===== src/shared/rtcmap_consts.svh =====
`ifndef RTCMAP_CONSTS_SVH
`define RTCMAP_CONSTS_SVH

`define RTCMAP_OFF_SEC 8'h00
`define RTCMAP_OFF_ASEC 8'h01
`define RTCMAP_OFF_MIN 8'h02
`define RTCMAP_OFF_AMIN 8'h03
`define RTCMAP_OFF_HOUR 8'h04
`define RTCMAP_OFF_AHOUR 8'h05
`define RTCMAP_OFF_DOW 8'h06
`define RTCMAP_OFF_DOM 8'h07
`define RTCMAP_OFF_MON 8'h08
`define RTCMAP_OFF_YEAR 8'h09
`define RTCMAP_OFF_CTLA 8'h0A
`define RTCMAP_OFF_CTLB 8'h0B
`define RTCMAP_OFF_STC 8'h0C
`define RTCMAP_OFF_STD 8'h0D
`define RTCMAP_OFF_CENT 8'h48
`define RTCMAP_OFF_ADOM 8'h49
`define RTCMAP_ADDR_W 10
`define RTCMAP_BIT_SET 7
`define RTCMAP_BIT_UIE 4
`define RTCMAP_BIT_BINARY 2
`define RTCMAP_BIT_H24 1
`define RTCMAP_BIT_BANK 4
`define RTCMAP_BIT_OSC 5
`define RTCMAP_BIT_HOLD 6
`define RTCMAP_BIT_PM 7
`define RTCMAP_CTLA_WMASK 8'h7F
`define RTCMAP_STC_MASK 8'hF0
`define RTCMAP_WILD_MASK 8'hC0
`define RTCMAP_BATT_GOOD 8'h80
`define RTCMAP_CTLA_RESET 8'h20
`define RTCMAP_CTLB_RESET 8'h00
`define RTCMAP_SEC_RO_MASK 8'h80
`define RTCMAP_RESP_OK 2'h0
`define RTCMAP_RESP_SLVERR 2'h2
`define RTCMAP_TICK_CYCLES 28'h0BEBC20

`endif


===== src/shared/rtcmap_pkg.sv =====
package rtcmap_pkg;
  typedef logic [7:0] rtcmap_byte_t;
  typedef enum logic [2:0] {
    RTCMAP_IDLE = 3'b001,
    RTCMAP_WRESP = 3'b010,
    RTCMAP_RDATA = 3'b100
  } rtcmap_bus_e;
endpackage


===== src/rtl/rtcmap_alarm_cmp.sv =====
`timescale 1ns/100ps
`include "rtcmap_consts.svh"
module rtcmap_alarm_cmp
  import rtcmap_pkg::*;
(
  input wire logic [7:0] time_sec,
  input wire logic [7:0] time_min,
  input wire logic [7:0] time_hour,
  input wire logic [7:0] alarm_sec,
  input wire logic [7:0] alarm_min,
  input wire logic [7:0] alarm_hour,
  output logic match
);
  function automatic logic rtcmap_hit(input logic [7:0] t,
                                      input logic [7:0] a);
    rtcmap_hit = ((a & `RTCMAP_WILD_MASK) == `RTCMAP_WILD_MASK)
      || (a == t);
  endfunction

  assign match = rtcmap_hit(time_sec, alarm_sec)
    && rtcmap_hit(time_min, alarm_min)
    && rtcmap_hit(time_hour, alarm_hour);
endmodule


===== src/rtl/rtcmap_regs.sv =====
`timescale 1ns/100ps
`include "rtcmap_consts.svh"
// Functional notes
// Clear binary select means packed BCD bytes.
// Set binary select means plain binary bytes.
// Time bytes undefined until software writes.
// Written ones in zero bits accepted; seconds bit 7 is cleared instead.
// Software writes zeros into zero bits.
// Hours top bit marks afternoon in 12h.
// Alarm byte C0-FF matches any value.
// Control bytes both banks; extended bank-only.
// Writes to status bytes ignored.
module rtcmap_regs
  import rtcmap_pkg::*;
(
  input wire logic aclk,
  input wire logic aresetn,
  input wire logic [9:0] s_axi_awaddr,
  input wire logic s_axi_awvalid,
  output logic s_axi_awready,
  input wire logic [31:0] s_axi_wdata,
  input wire logic [3:0] s_axi_wstrb,
  input wire logic s_axi_wvalid,
  output logic s_axi_wready,
  output logic [1:0] s_axi_bresp,
  output logic s_axi_bvalid,
  input wire logic s_axi_bready,
  input wire logic [9:0] s_axi_araddr,
  input wire logic s_axi_arvalid,
  output logic s_axi_arready,
  output logic [31:0] s_axi_rdata,
  output logic [1:0] s_axi_rresp,
  output logic s_axi_rvalid,
  input wire logic s_axi_rready,
  output logic alarm_match,
  output logic afternoon_flag,
  output logic binary_format_select
);
  rtcmap_byte_t time_seconds_reg, alarm_seconds_reg, time_minutes_reg;
  rtcmap_byte_t alarm_minutes_reg, time_hours_reg, alarm_hours_reg;
  rtcmap_byte_t day_of_week_reg, day_of_month_reg, month_of_year_reg;
  rtcmap_byte_t year_in_century_reg, divider_rate_control_reg;
  rtcmap_byte_t interrupt_format_control_reg, century_count_reg;
  rtcmap_byte_t alarm_day_of_month_reg;
  rtcmap_bus_e bus_state_reg;
  logic aw_held_reg, w_held_reg;
  logic [9:0] awaddr_reg;
  logic [7:0] wbyte_reg;
  logic wlane_reg;
  logic [1:0] bresp_reg;
  logic [31:0] rdata_reg;
  logic [1:0] rresp_reg;
  logic wr_fire, rd_fire, wr_ok;
  logic [7:0] rd_byte;
  logic rd_ok;

  function automatic logic rtcmap_mapped(input logic [9:0] a,
                                         input logic bank);
    logic [7:0] off;
    off = a[9:2];
    if (a[1:0] != 2'h0) begin
      rtcmap_mapped = 1'b0;
    end else if (off <= `RTCMAP_OFF_STD) begin
      rtcmap_mapped = 1'b1;
    end else begin
      rtcmap_mapped = bank && ((off == `RTCMAP_OFF_CENT) ||
        (off == `RTCMAP_OFF_ADOM));
    end
  endfunction

  function automatic logic rtcmap_hit_off(input logic [9:0] a,
                                          input logic [7:0] off);
    rtcmap_hit_off = (a[9:2] == off);
  endfunction

  // Bank select lives in the divider control byte
  logic bank_select;
  assign bank_select = divider_rate_control_reg[`RTCMAP_BIT_BANK];
  assign binary_format_select =
    interrupt_format_control_reg[`RTCMAP_BIT_BINARY];
  assign afternoon_flag =
    !interrupt_format_control_reg[`RTCMAP_BIT_H24]
    && time_hours_reg[`RTCMAP_BIT_PM];

  rtcmap_alarm_cmp u_cmp (
    .time_sec(time_seconds_reg),
    .time_min(time_minutes_reg),
    .time_hour(time_hours_reg),
    .alarm_sec(alarm_seconds_reg),
    .alarm_min(alarm_minutes_reg),
    .alarm_hour(alarm_hours_reg),
    .match(alarm_match)
  );

  assign s_axi_awready = (bus_state_reg == RTCMAP_IDLE) && !aw_held_reg;
  assign s_axi_wready = (bus_state_reg == RTCMAP_IDLE) && !w_held_reg;
  assign s_axi_arready = (bus_state_reg == RTCMAP_IDLE)
    && !aw_held_reg && !w_held_reg && !s_axi_awvalid && !s_axi_wvalid;
  assign s_axi_bvalid = (bus_state_reg == RTCMAP_WRESP);
  assign s_axi_rvalid = (bus_state_reg == RTCMAP_RDATA);
  assign s_axi_bresp = bresp_reg;
  assign s_axi_rresp = rresp_reg;
  assign s_axi_rdata = rdata_reg;

  assign wr_fire = (bus_state_reg == RTCMAP_IDLE)
    && aw_held_reg && w_held_reg;
  assign rd_fire = s_axi_arvalid && s_axi_arready;
  assign wr_ok = rtcmap_mapped(awaddr_reg, bank_select);

  // Address and data capture, either order
  always_ff @(posedge aclk) begin
    if (!aresetn) begin
      aw_held_reg <= 1'b0;
      awaddr_reg <= 10'h000;
    end else if (s_axi_awvalid && s_axi_awready) begin
      aw_held_reg <= 1'b1;
      awaddr_reg <= s_axi_awaddr;
    end else if (wr_fire) begin
      aw_held_reg <= 1'b0;
    end
  end

  always_ff @(posedge aclk) begin
    if (!aresetn) begin
      w_held_reg <= 1'b0;
      wbyte_reg <= 8'h00;
      wlane_reg <= 1'b0;
    end else if (s_axi_wvalid && s_axi_wready) begin
      w_held_reg <= 1'b1;
      wbyte_reg <= s_axi_wdata[7:0];
      wlane_reg <= s_axi_wstrb[0];
    end else if (wr_fire) begin
      w_held_reg <= 1'b0;
    end
  end

  always_ff @(posedge aclk) begin
    if (!aresetn) begin
      bus_state_reg <= RTCMAP_IDLE;
      bresp_reg <= `RTCMAP_RESP_OK;
    end else begin
      unique case (bus_state_reg)
        RTCMAP_IDLE: begin
          if (wr_fire) begin
            bus_state_reg <= RTCMAP_WRESP;
            bresp_reg <= wr_ok ? `RTCMAP_RESP_OK : `RTCMAP_RESP_SLVERR;
          end else if (rd_fire) begin
            bus_state_reg <= RTCMAP_RDATA;
          end
        end
        RTCMAP_WRESP: begin
          if (s_axi_bready) begin
            bus_state_reg <= RTCMAP_IDLE;
          end
        end
        RTCMAP_RDATA: begin
          if (s_axi_rready) begin
            bus_state_reg <= RTCMAP_IDLE;
          end
        end
      endcase
    end
  end

  // Time bytes keep no reset value; control bytes do
  logic do_wr;
  logic wr_status;
  // Status bytes answer OKAY but never store
  assign wr_status = rtcmap_hit_off(awaddr_reg, `RTCMAP_OFF_STC)
    || rtcmap_hit_off(awaddr_reg, `RTCMAP_OFF_STD);
  assign do_wr = wr_fire && wr_ok && wlane_reg
    && !wr_status;

  // Bits shown as zero are stored as written, except seconds bit 7, which is cleared
  always_ff @(posedge aclk) begin
    if (do_wr && rtcmap_hit_off(awaddr_reg, `RTCMAP_OFF_SEC)) begin
      time_seconds_reg <= wbyte_reg & ~`RTCMAP_SEC_RO_MASK;
    end
  end

  always_ff @(posedge aclk) begin
    if (do_wr && rtcmap_hit_off(awaddr_reg, `RTCMAP_OFF_ASEC)) begin
      alarm_seconds_reg <= wbyte_reg;
    end
  end

  always_ff @(posedge aclk) begin
    if (do_wr && rtcmap_hit_off(awaddr_reg, `RTCMAP_OFF_MIN)) begin
      time_minutes_reg <= wbyte_reg;
    end
  end

  always_ff @(posedge aclk) begin
    if (do_wr && rtcmap_hit_off(awaddr_reg, `RTCMAP_OFF_AMIN)) begin
      alarm_minutes_reg <= wbyte_reg;
    end
  end

  always_ff @(posedge aclk) begin
    if (do_wr && rtcmap_hit_off(awaddr_reg, `RTCMAP_OFF_HOUR)) begin
      time_hours_reg <= wbyte_reg;
    end
  end

  always_ff @(posedge aclk) begin
    if (do_wr && rtcmap_hit_off(awaddr_reg, `RTCMAP_OFF_AHOUR)) begin
      alarm_hours_reg <= wbyte_reg;
    end
  end

  always_ff @(posedge aclk) begin
    if (do_wr && rtcmap_hit_off(awaddr_reg, `RTCMAP_OFF_DOW)) begin
      day_of_week_reg <= wbyte_reg;
    end
  end

  always_ff @(posedge aclk) begin
    if (do_wr && rtcmap_hit_off(awaddr_reg, `RTCMAP_OFF_DOM)) begin
      day_of_month_reg <= wbyte_reg;
    end
  end

  always_ff @(posedge aclk) begin
    if (do_wr && rtcmap_hit_off(awaddr_reg, `RTCMAP_OFF_MON)) begin
      month_of_year_reg <= wbyte_reg;
    end
  end

  always_ff @(posedge aclk) begin
    if (do_wr && rtcmap_hit_off(awaddr_reg, `RTCMAP_OFF_YEAR)) begin
      year_in_century_reg <= wbyte_reg;
    end
  end

  always_ff @(posedge aclk) begin
    if (do_wr && rtcmap_hit_off(awaddr_reg, `RTCMAP_OFF_CENT)) begin
      century_count_reg <= wbyte_reg;
    end
  end

  always_ff @(posedge aclk) begin
    if (do_wr && rtcmap_hit_off(awaddr_reg, `RTCMAP_OFF_ADOM)) begin
      alarm_day_of_month_reg <= wbyte_reg;
    end
  end

  // Control bytes reset to known values
  always_ff @(posedge aclk) begin
    if (!aresetn) begin
      divider_rate_control_reg <= `RTCMAP_CTLA_RESET;
    end else if (do_wr && rtcmap_hit_off(awaddr_reg, `RTCMAP_OFF_CTLA)) begin
      divider_rate_control_reg <= wbyte_reg & `RTCMAP_CTLA_WMASK;
    end
  end

  always_ff @(posedge aclk) begin
    if (!aresetn) begin
      interrupt_format_control_reg <= `RTCMAP_CTLB_RESET;
    end else if (do_wr && rtcmap_hit_off(awaddr_reg, `RTCMAP_OFF_CTLB)) begin
      interrupt_format_control_reg <= wbyte_reg;
      if (wbyte_reg[`RTCMAP_BIT_SET]) begin
        interrupt_format_control_reg[`RTCMAP_BIT_UIE] <= 1'b0;
      end
    end
  end

  // Read mux
  always_comb begin
    rd_ok = rtcmap_mapped(s_axi_araddr, bank_select);
    unique case (s_axi_araddr[9:2])
      `RTCMAP_OFF_SEC: rd_byte = time_seconds_reg;
      `RTCMAP_OFF_ASEC: rd_byte = alarm_seconds_reg;
      `RTCMAP_OFF_MIN: rd_byte = time_minutes_reg;
      `RTCMAP_OFF_AMIN: rd_byte = alarm_minutes_reg;
      `RTCMAP_OFF_HOUR: rd_byte = time_hours_reg;
      `RTCMAP_OFF_AHOUR: rd_byte = alarm_hours_reg;
      `RTCMAP_OFF_DOW: rd_byte = day_of_week_reg;
      `RTCMAP_OFF_DOM: rd_byte = day_of_month_reg;
      `RTCMAP_OFF_MON: rd_byte = month_of_year_reg;
      `RTCMAP_OFF_YEAR: rd_byte = year_in_century_reg;
      `RTCMAP_OFF_CTLA: rd_byte = divider_rate_control_reg;
      `RTCMAP_OFF_CTLB: rd_byte = interrupt_format_control_reg;
      `RTCMAP_OFF_STC: rd_byte = {alarm_match, 3'h0, 4'h0}
        & `RTCMAP_STC_MASK;
      `RTCMAP_OFF_STD: rd_byte = `RTCMAP_BATT_GOOD;
      `RTCMAP_OFF_CENT: rd_byte = century_count_reg;
      `RTCMAP_OFF_ADOM: rd_byte = alarm_day_of_month_reg;
      default: rd_byte = 8'h00;
    endcase
    if (!rd_ok) begin
      rd_byte = 8'h00;
    end
  end

  always_ff @(posedge aclk) begin
    if (!aresetn) begin
      rdata_reg <= 32'h00000000;
      rresp_reg <= `RTCMAP_RESP_OK;
    end else if (rd_fire) begin
      rdata_reg <= {24'h000000, rd_byte};
      rresp_reg <= rd_ok ? `RTCMAP_RESP_OK : `RTCMAP_RESP_SLVERR;
    end
  end
endmodule


===== config.mk =====
export PLATFORM = sky130hd
export DESIGN_NAME = rtcmap_regs
export DESIGN_NICKNAME = d
export VERILOG_FILES = /design/src/shared/rtcmap_pkg.sv /design/src/rtl/rtcmap_alarm_cmp.sv /design/src/rtl/rtcmap_regs.sv
export VERILOG_INCLUDE_DIRS = /design/src /design/src/shared
export SDC_FILE = /design/constraint.sdc
export NUM_CORES = 1
export LEC_CHECK = 0
export BUFFER_PORTS_ARGS = -buffer_cell sky130_fd_sc_hd__buf_2
export CAP_MARGIN = 40
export CORE_MARGIN = 8
export CORE_UTILIZATION = 45
export DETAILED_ROUTE_END_ITERATION = 6
export GPL_TIMING_DRIVEN = 0
export PLACE_DENSITY = 0.73
export SLEW_MARGIN = 20
export SYNTH_ARGS = -nofsm -noshare
export SYNTH_HDL_FRONTEND = slang
export SYNTH_SLANG_ARGS = --single-unit

===== constraint.sdc =====
create_clock -name aclk -period 4.6 [get_ports aclk]
set_clock_uncertainty 0.2 [all_clocks]
set_input_delay 0.46 -clock aclk [delete_from_list [all_inputs] [get_ports aclk]]
set_output_delay 0.46 -clock aclk [all_outputs]
set_load 0.02 [all_outputs]

==> flow_summary.json <==
{
  "status": "completed",
  "path_max_fanout": 5,
  "endpoint_kind": "flop",
  "syn_inst": 557,
  "slew-limit-headroom_pct": 46.33,
  "worstPathRequired_ps": 4520,
  "grt_pass1_wl_microns": 27260,
  "ios": 107,
  "drc": 0,
  "ys_types": 65,
  "clock.fmax_ghz": 0.3207,
  "hold_class": "in2reg",
  "syn2layout_area_growth_pct": 19.46,
  "use_met3_pct": 5.323,
  "drv_cap": 0,
  "syn-cell-area_sq_um": 6571,
  "synth_seq_cells": 144,
  "p_leak_nw": 2.848,
  "min_to": "wbyte_reg[6]$_SDFFE_PN0P_",
  "r2r_slack_ps": 1480,
  "htree_levels": 4,
  "postRouteAntennaNets": 0,
  "synth-edff-count": 95,
  "cts_tree": "built",
  "pwr_density_cell_nw_per_um2": 423.4,
  "largest_reg_flops": 10,
  "synth-seq-area-share_pct": 58.34,
  "final_nets": 723,
  "die_w_microns": 136.8,
  "ctsResizeCount": 0,
  "grt_use_met2_pct": 30.16,
  "synth_xor_area_share_pct": 3.065,
  "fin_area_sq_um": 7850,
  "r2r_cells": 6,
  "r2r_end": "alarm_seconds_reg[0]$_DFFE_PP_",
  "report.final.slew_viol_count": 0,
  "syn_avg_cell_area_sq_um": 11.80,
  "synthSimpleGateAreaFrac_pct": 15.88,
  "synth_top_family_by_area": "simple AND/OR/NAND/NOR gates",
  "final-hold-violation-count": 0,
  "grt-ovfl-total": 0,
  "initial_core_util_pct": 45.56,
  "viasPerCell": 5.687,
  "peakVddDrop_mv": 0.3342,
  "ctsHoldBuffers": 0,
  "wl_microns": 17910,
  "finalCoreUtilization_pct": 54.42,
  "synthAdderAreaFrac_pct": 0,
  "worst_hold_slack_ps": 94.68,
  "vias": 4874,
  "synth.largest_area_cell": "edfxtp_1",
  "postPlaceCellArea_sq_um": 7222,
  "rr_startpoint": "bus_state_reg[0]$_SDFFE_PN1P_",
  "clkTransAtPathRegs_ps": 60,
  "track_usage_pct": 19.47,
  "min_period_ps": 3118,
  "fillers": 1247,
  "yosys_most_used_dff": "edfxtp_1",
  "port_buffers": 51,
  "dpl.hpwl_microns": 13030,
  "hold_depth": 3,
  "grt_max_degree": 17,
  "synth_compound_area_share_pct": 9.082,
  "cts_buffer_depth": 2,
  "gr-usage-met1_pct": 25.49,
  "worstPathArrival_ps": 3040,
  "diodes": 0,
  "top_usage_layer": "met2",
  "grt_pass1_vias": 4819,
  "fin_setup_tns_ps": 0,
  "gp_congestion": 0.9246,
  "setup-violations-final": 0,
  "min_from": "s_axi_wdata[6]",
  "first_pass_iters": 5,
  "core-area_sq_um": 14420,
  "die-area_sq_um": 18730,
  "antenna_found_initial": 0,
  "routedWlPerCell_microns": 20.89,
  "numCtsBuffers": 17,
  "clock_sinks": 144,
  "yosys_warnings": 0,
  "synth_area_leaders": "edfxtp_1 (43%), dfxtp_1 (15%), mux2i_1 (4.4%)",
  "finalPower_mw": 3.324,
  "crit_path_start_kind": "flop",
  "fin_crit_sh_pct": 67.79,
  "critPathKind": "reg2reg",
  "die_y_microns": 136.8,
  "drtIter0Drc": 627,
  "clockRootBuffer": "clkbuf_16",
  "rsz0062_at_grt": "false",
  "synth_top_area_share_pct": 43.41,
  "tightest_slew_ps": 793.9,
  "postCtsSetupRepairBufs": 0,
  "clock_latency_ps": 420,
  "drive_gt1_share_pct": 21.55,
  "synthArstFlopShare_pct": 0,
  "muxShareOfSynthArea_pct": 8.359,
  "rows": 44
}
power breakdown:
group | switching (mW) | total (mW) | internal [mW]
logic | 0.238 | 0.363 | 0.125
registers | 0.0778 | 1.51 | 1.44
clock network | 0.538 | 1.45 | 0.909
total | 0.854 | 3.32 | 2.47
placed cells by master, fill, tap and decap left out, types with 6 or more instances in the layout:
| cell type | count |
|---|---|
| mux2i_1 | 29 |
| clkbuf_1 | 27 |
| conb_1 | 26 |
| nor4_1 | 6 |
| nand3_1 | 29 |
| mux4_2 | 9 |
| dfxtp_1 | 49 |
| nand4_1 | 9 |
| xor2_1 | 15 |
| buf_4 | 30 |
| nand2_1 | 57 |
| buf_2 | 59 |
| nor3b_1 | 6 |
| nor3_1 | 7 |
| xnor2_1 | 8 |
| nor2_1 | 24 |
| edfxtp_1 | 95 |
| a21oi_1 | 37 |
| nand2b_1 | 7 |
| clkbuf_16 | 17 |
| o21ai_0 | 11 |
worst max path at each step:
| stage | end | slack, ps | cells after the start | startpoint |
|---|---|---|---|---|
| 2_1_floorplan | alarm_seconds_reg[0]$_DFFE_PP_ | 1810 | 5 | bus_state_reg[1]$_SDFFE_PN0P_ |
| 3_3_place_gp | time_hours_reg[7]$_DFFE_PP_ | 940 | 4 | bus_state_reg[0]$_SDFFE_PN1P_ |
| 3_5_place_dp | alarm_seconds_reg[4]$_DFFE_PP_ | 1520 | 6 | bus_state_reg[0]$_SDFFE_PN1P_ |
| 4_1_cts | alarm_seconds_reg[0]$_DFFE_PP_ | 1470 | 6 | bus_state_reg[0]$_SDFFE_PN1P_ |
| 5_1_grt | alarm_seconds_reg[4]$_DFFE_PP_ | 1340 | 6 | bus_state_reg[0]$_SDFFE_PN1P_ |
| 6_report | alarm_seconds_reg[0]$_DFFE_PP_ | 1480 | 6 | bus_state_reg[0]$_SDFFE_PN1P_ |
metrics by stage:
step	setup WS, ps	std cells
5_1_grt	1339	857
3_3_place_gp	938.1	817
3_5_place_dp	1519	824
2_1_floorplan	1809	582
6_report	1482	857
4_1_cts	1472	856
routing by layer:
metal  vias up  part of all wire (%)
met5         -                     0
met4         0                   2.2
met3        28                   9.8
met2       227                    46
met1      2368                    42
li1       2251                     -
kinds of logic after synthesis:
family / count (synthesis)
AND/OR/NAND/NOR: 190
AO/OA/AOI/OAI: 92
XOR/XNOR: 23
multiplexers: 43
flip-flops: 144
other: 1
buffers and inverters: 64
Yosys cell counts (6+ instances only):
cell	instances
mux2i_1	29
nor4_1	8
nand2b_1	7
edfxtp_1	95
xor2_1	15
nand3_1	29
dfxtp_1	49
nor2_1	24
nor3b_1	6
mux4_2	9
buf_4	26
nor3_1	9
a21oi_1	37
o21ai_0	11
nand2_1	57
clkbuf_1	25
nand4_1	9
xnor2_1	8
worst max-delay path, stage by stage (launching register included):
cell and delay, ps:
dfxtp_1 390, or3b_1 450, nor4b_4 390, nand2_1 200
or3_1 420, nor3_1 490, buf_2 280
layout make-up:
| cell class | count | area [sq um] | share of cell area [%] |
|---|---|---|---|
| buffer | 58 | 320.3 | 4.080 |
| clock buffer | 19 | 432.9 | 5.515 |
| clock inverter | 13 | 187.7 | 2.391 |
| inverter | 6 | 22.52 | 0.2869 |
| multi-input combinational | 374 | 2517 | 32.07 |
| sequential | 144 | 3834 | 48.84 |
| tap | 184 | 230.2 | 2.933 |
| timing repair buffer | 59 | 305.3 | 3.889 |
No activity file was read; power rests on OpenSTA's default activity.
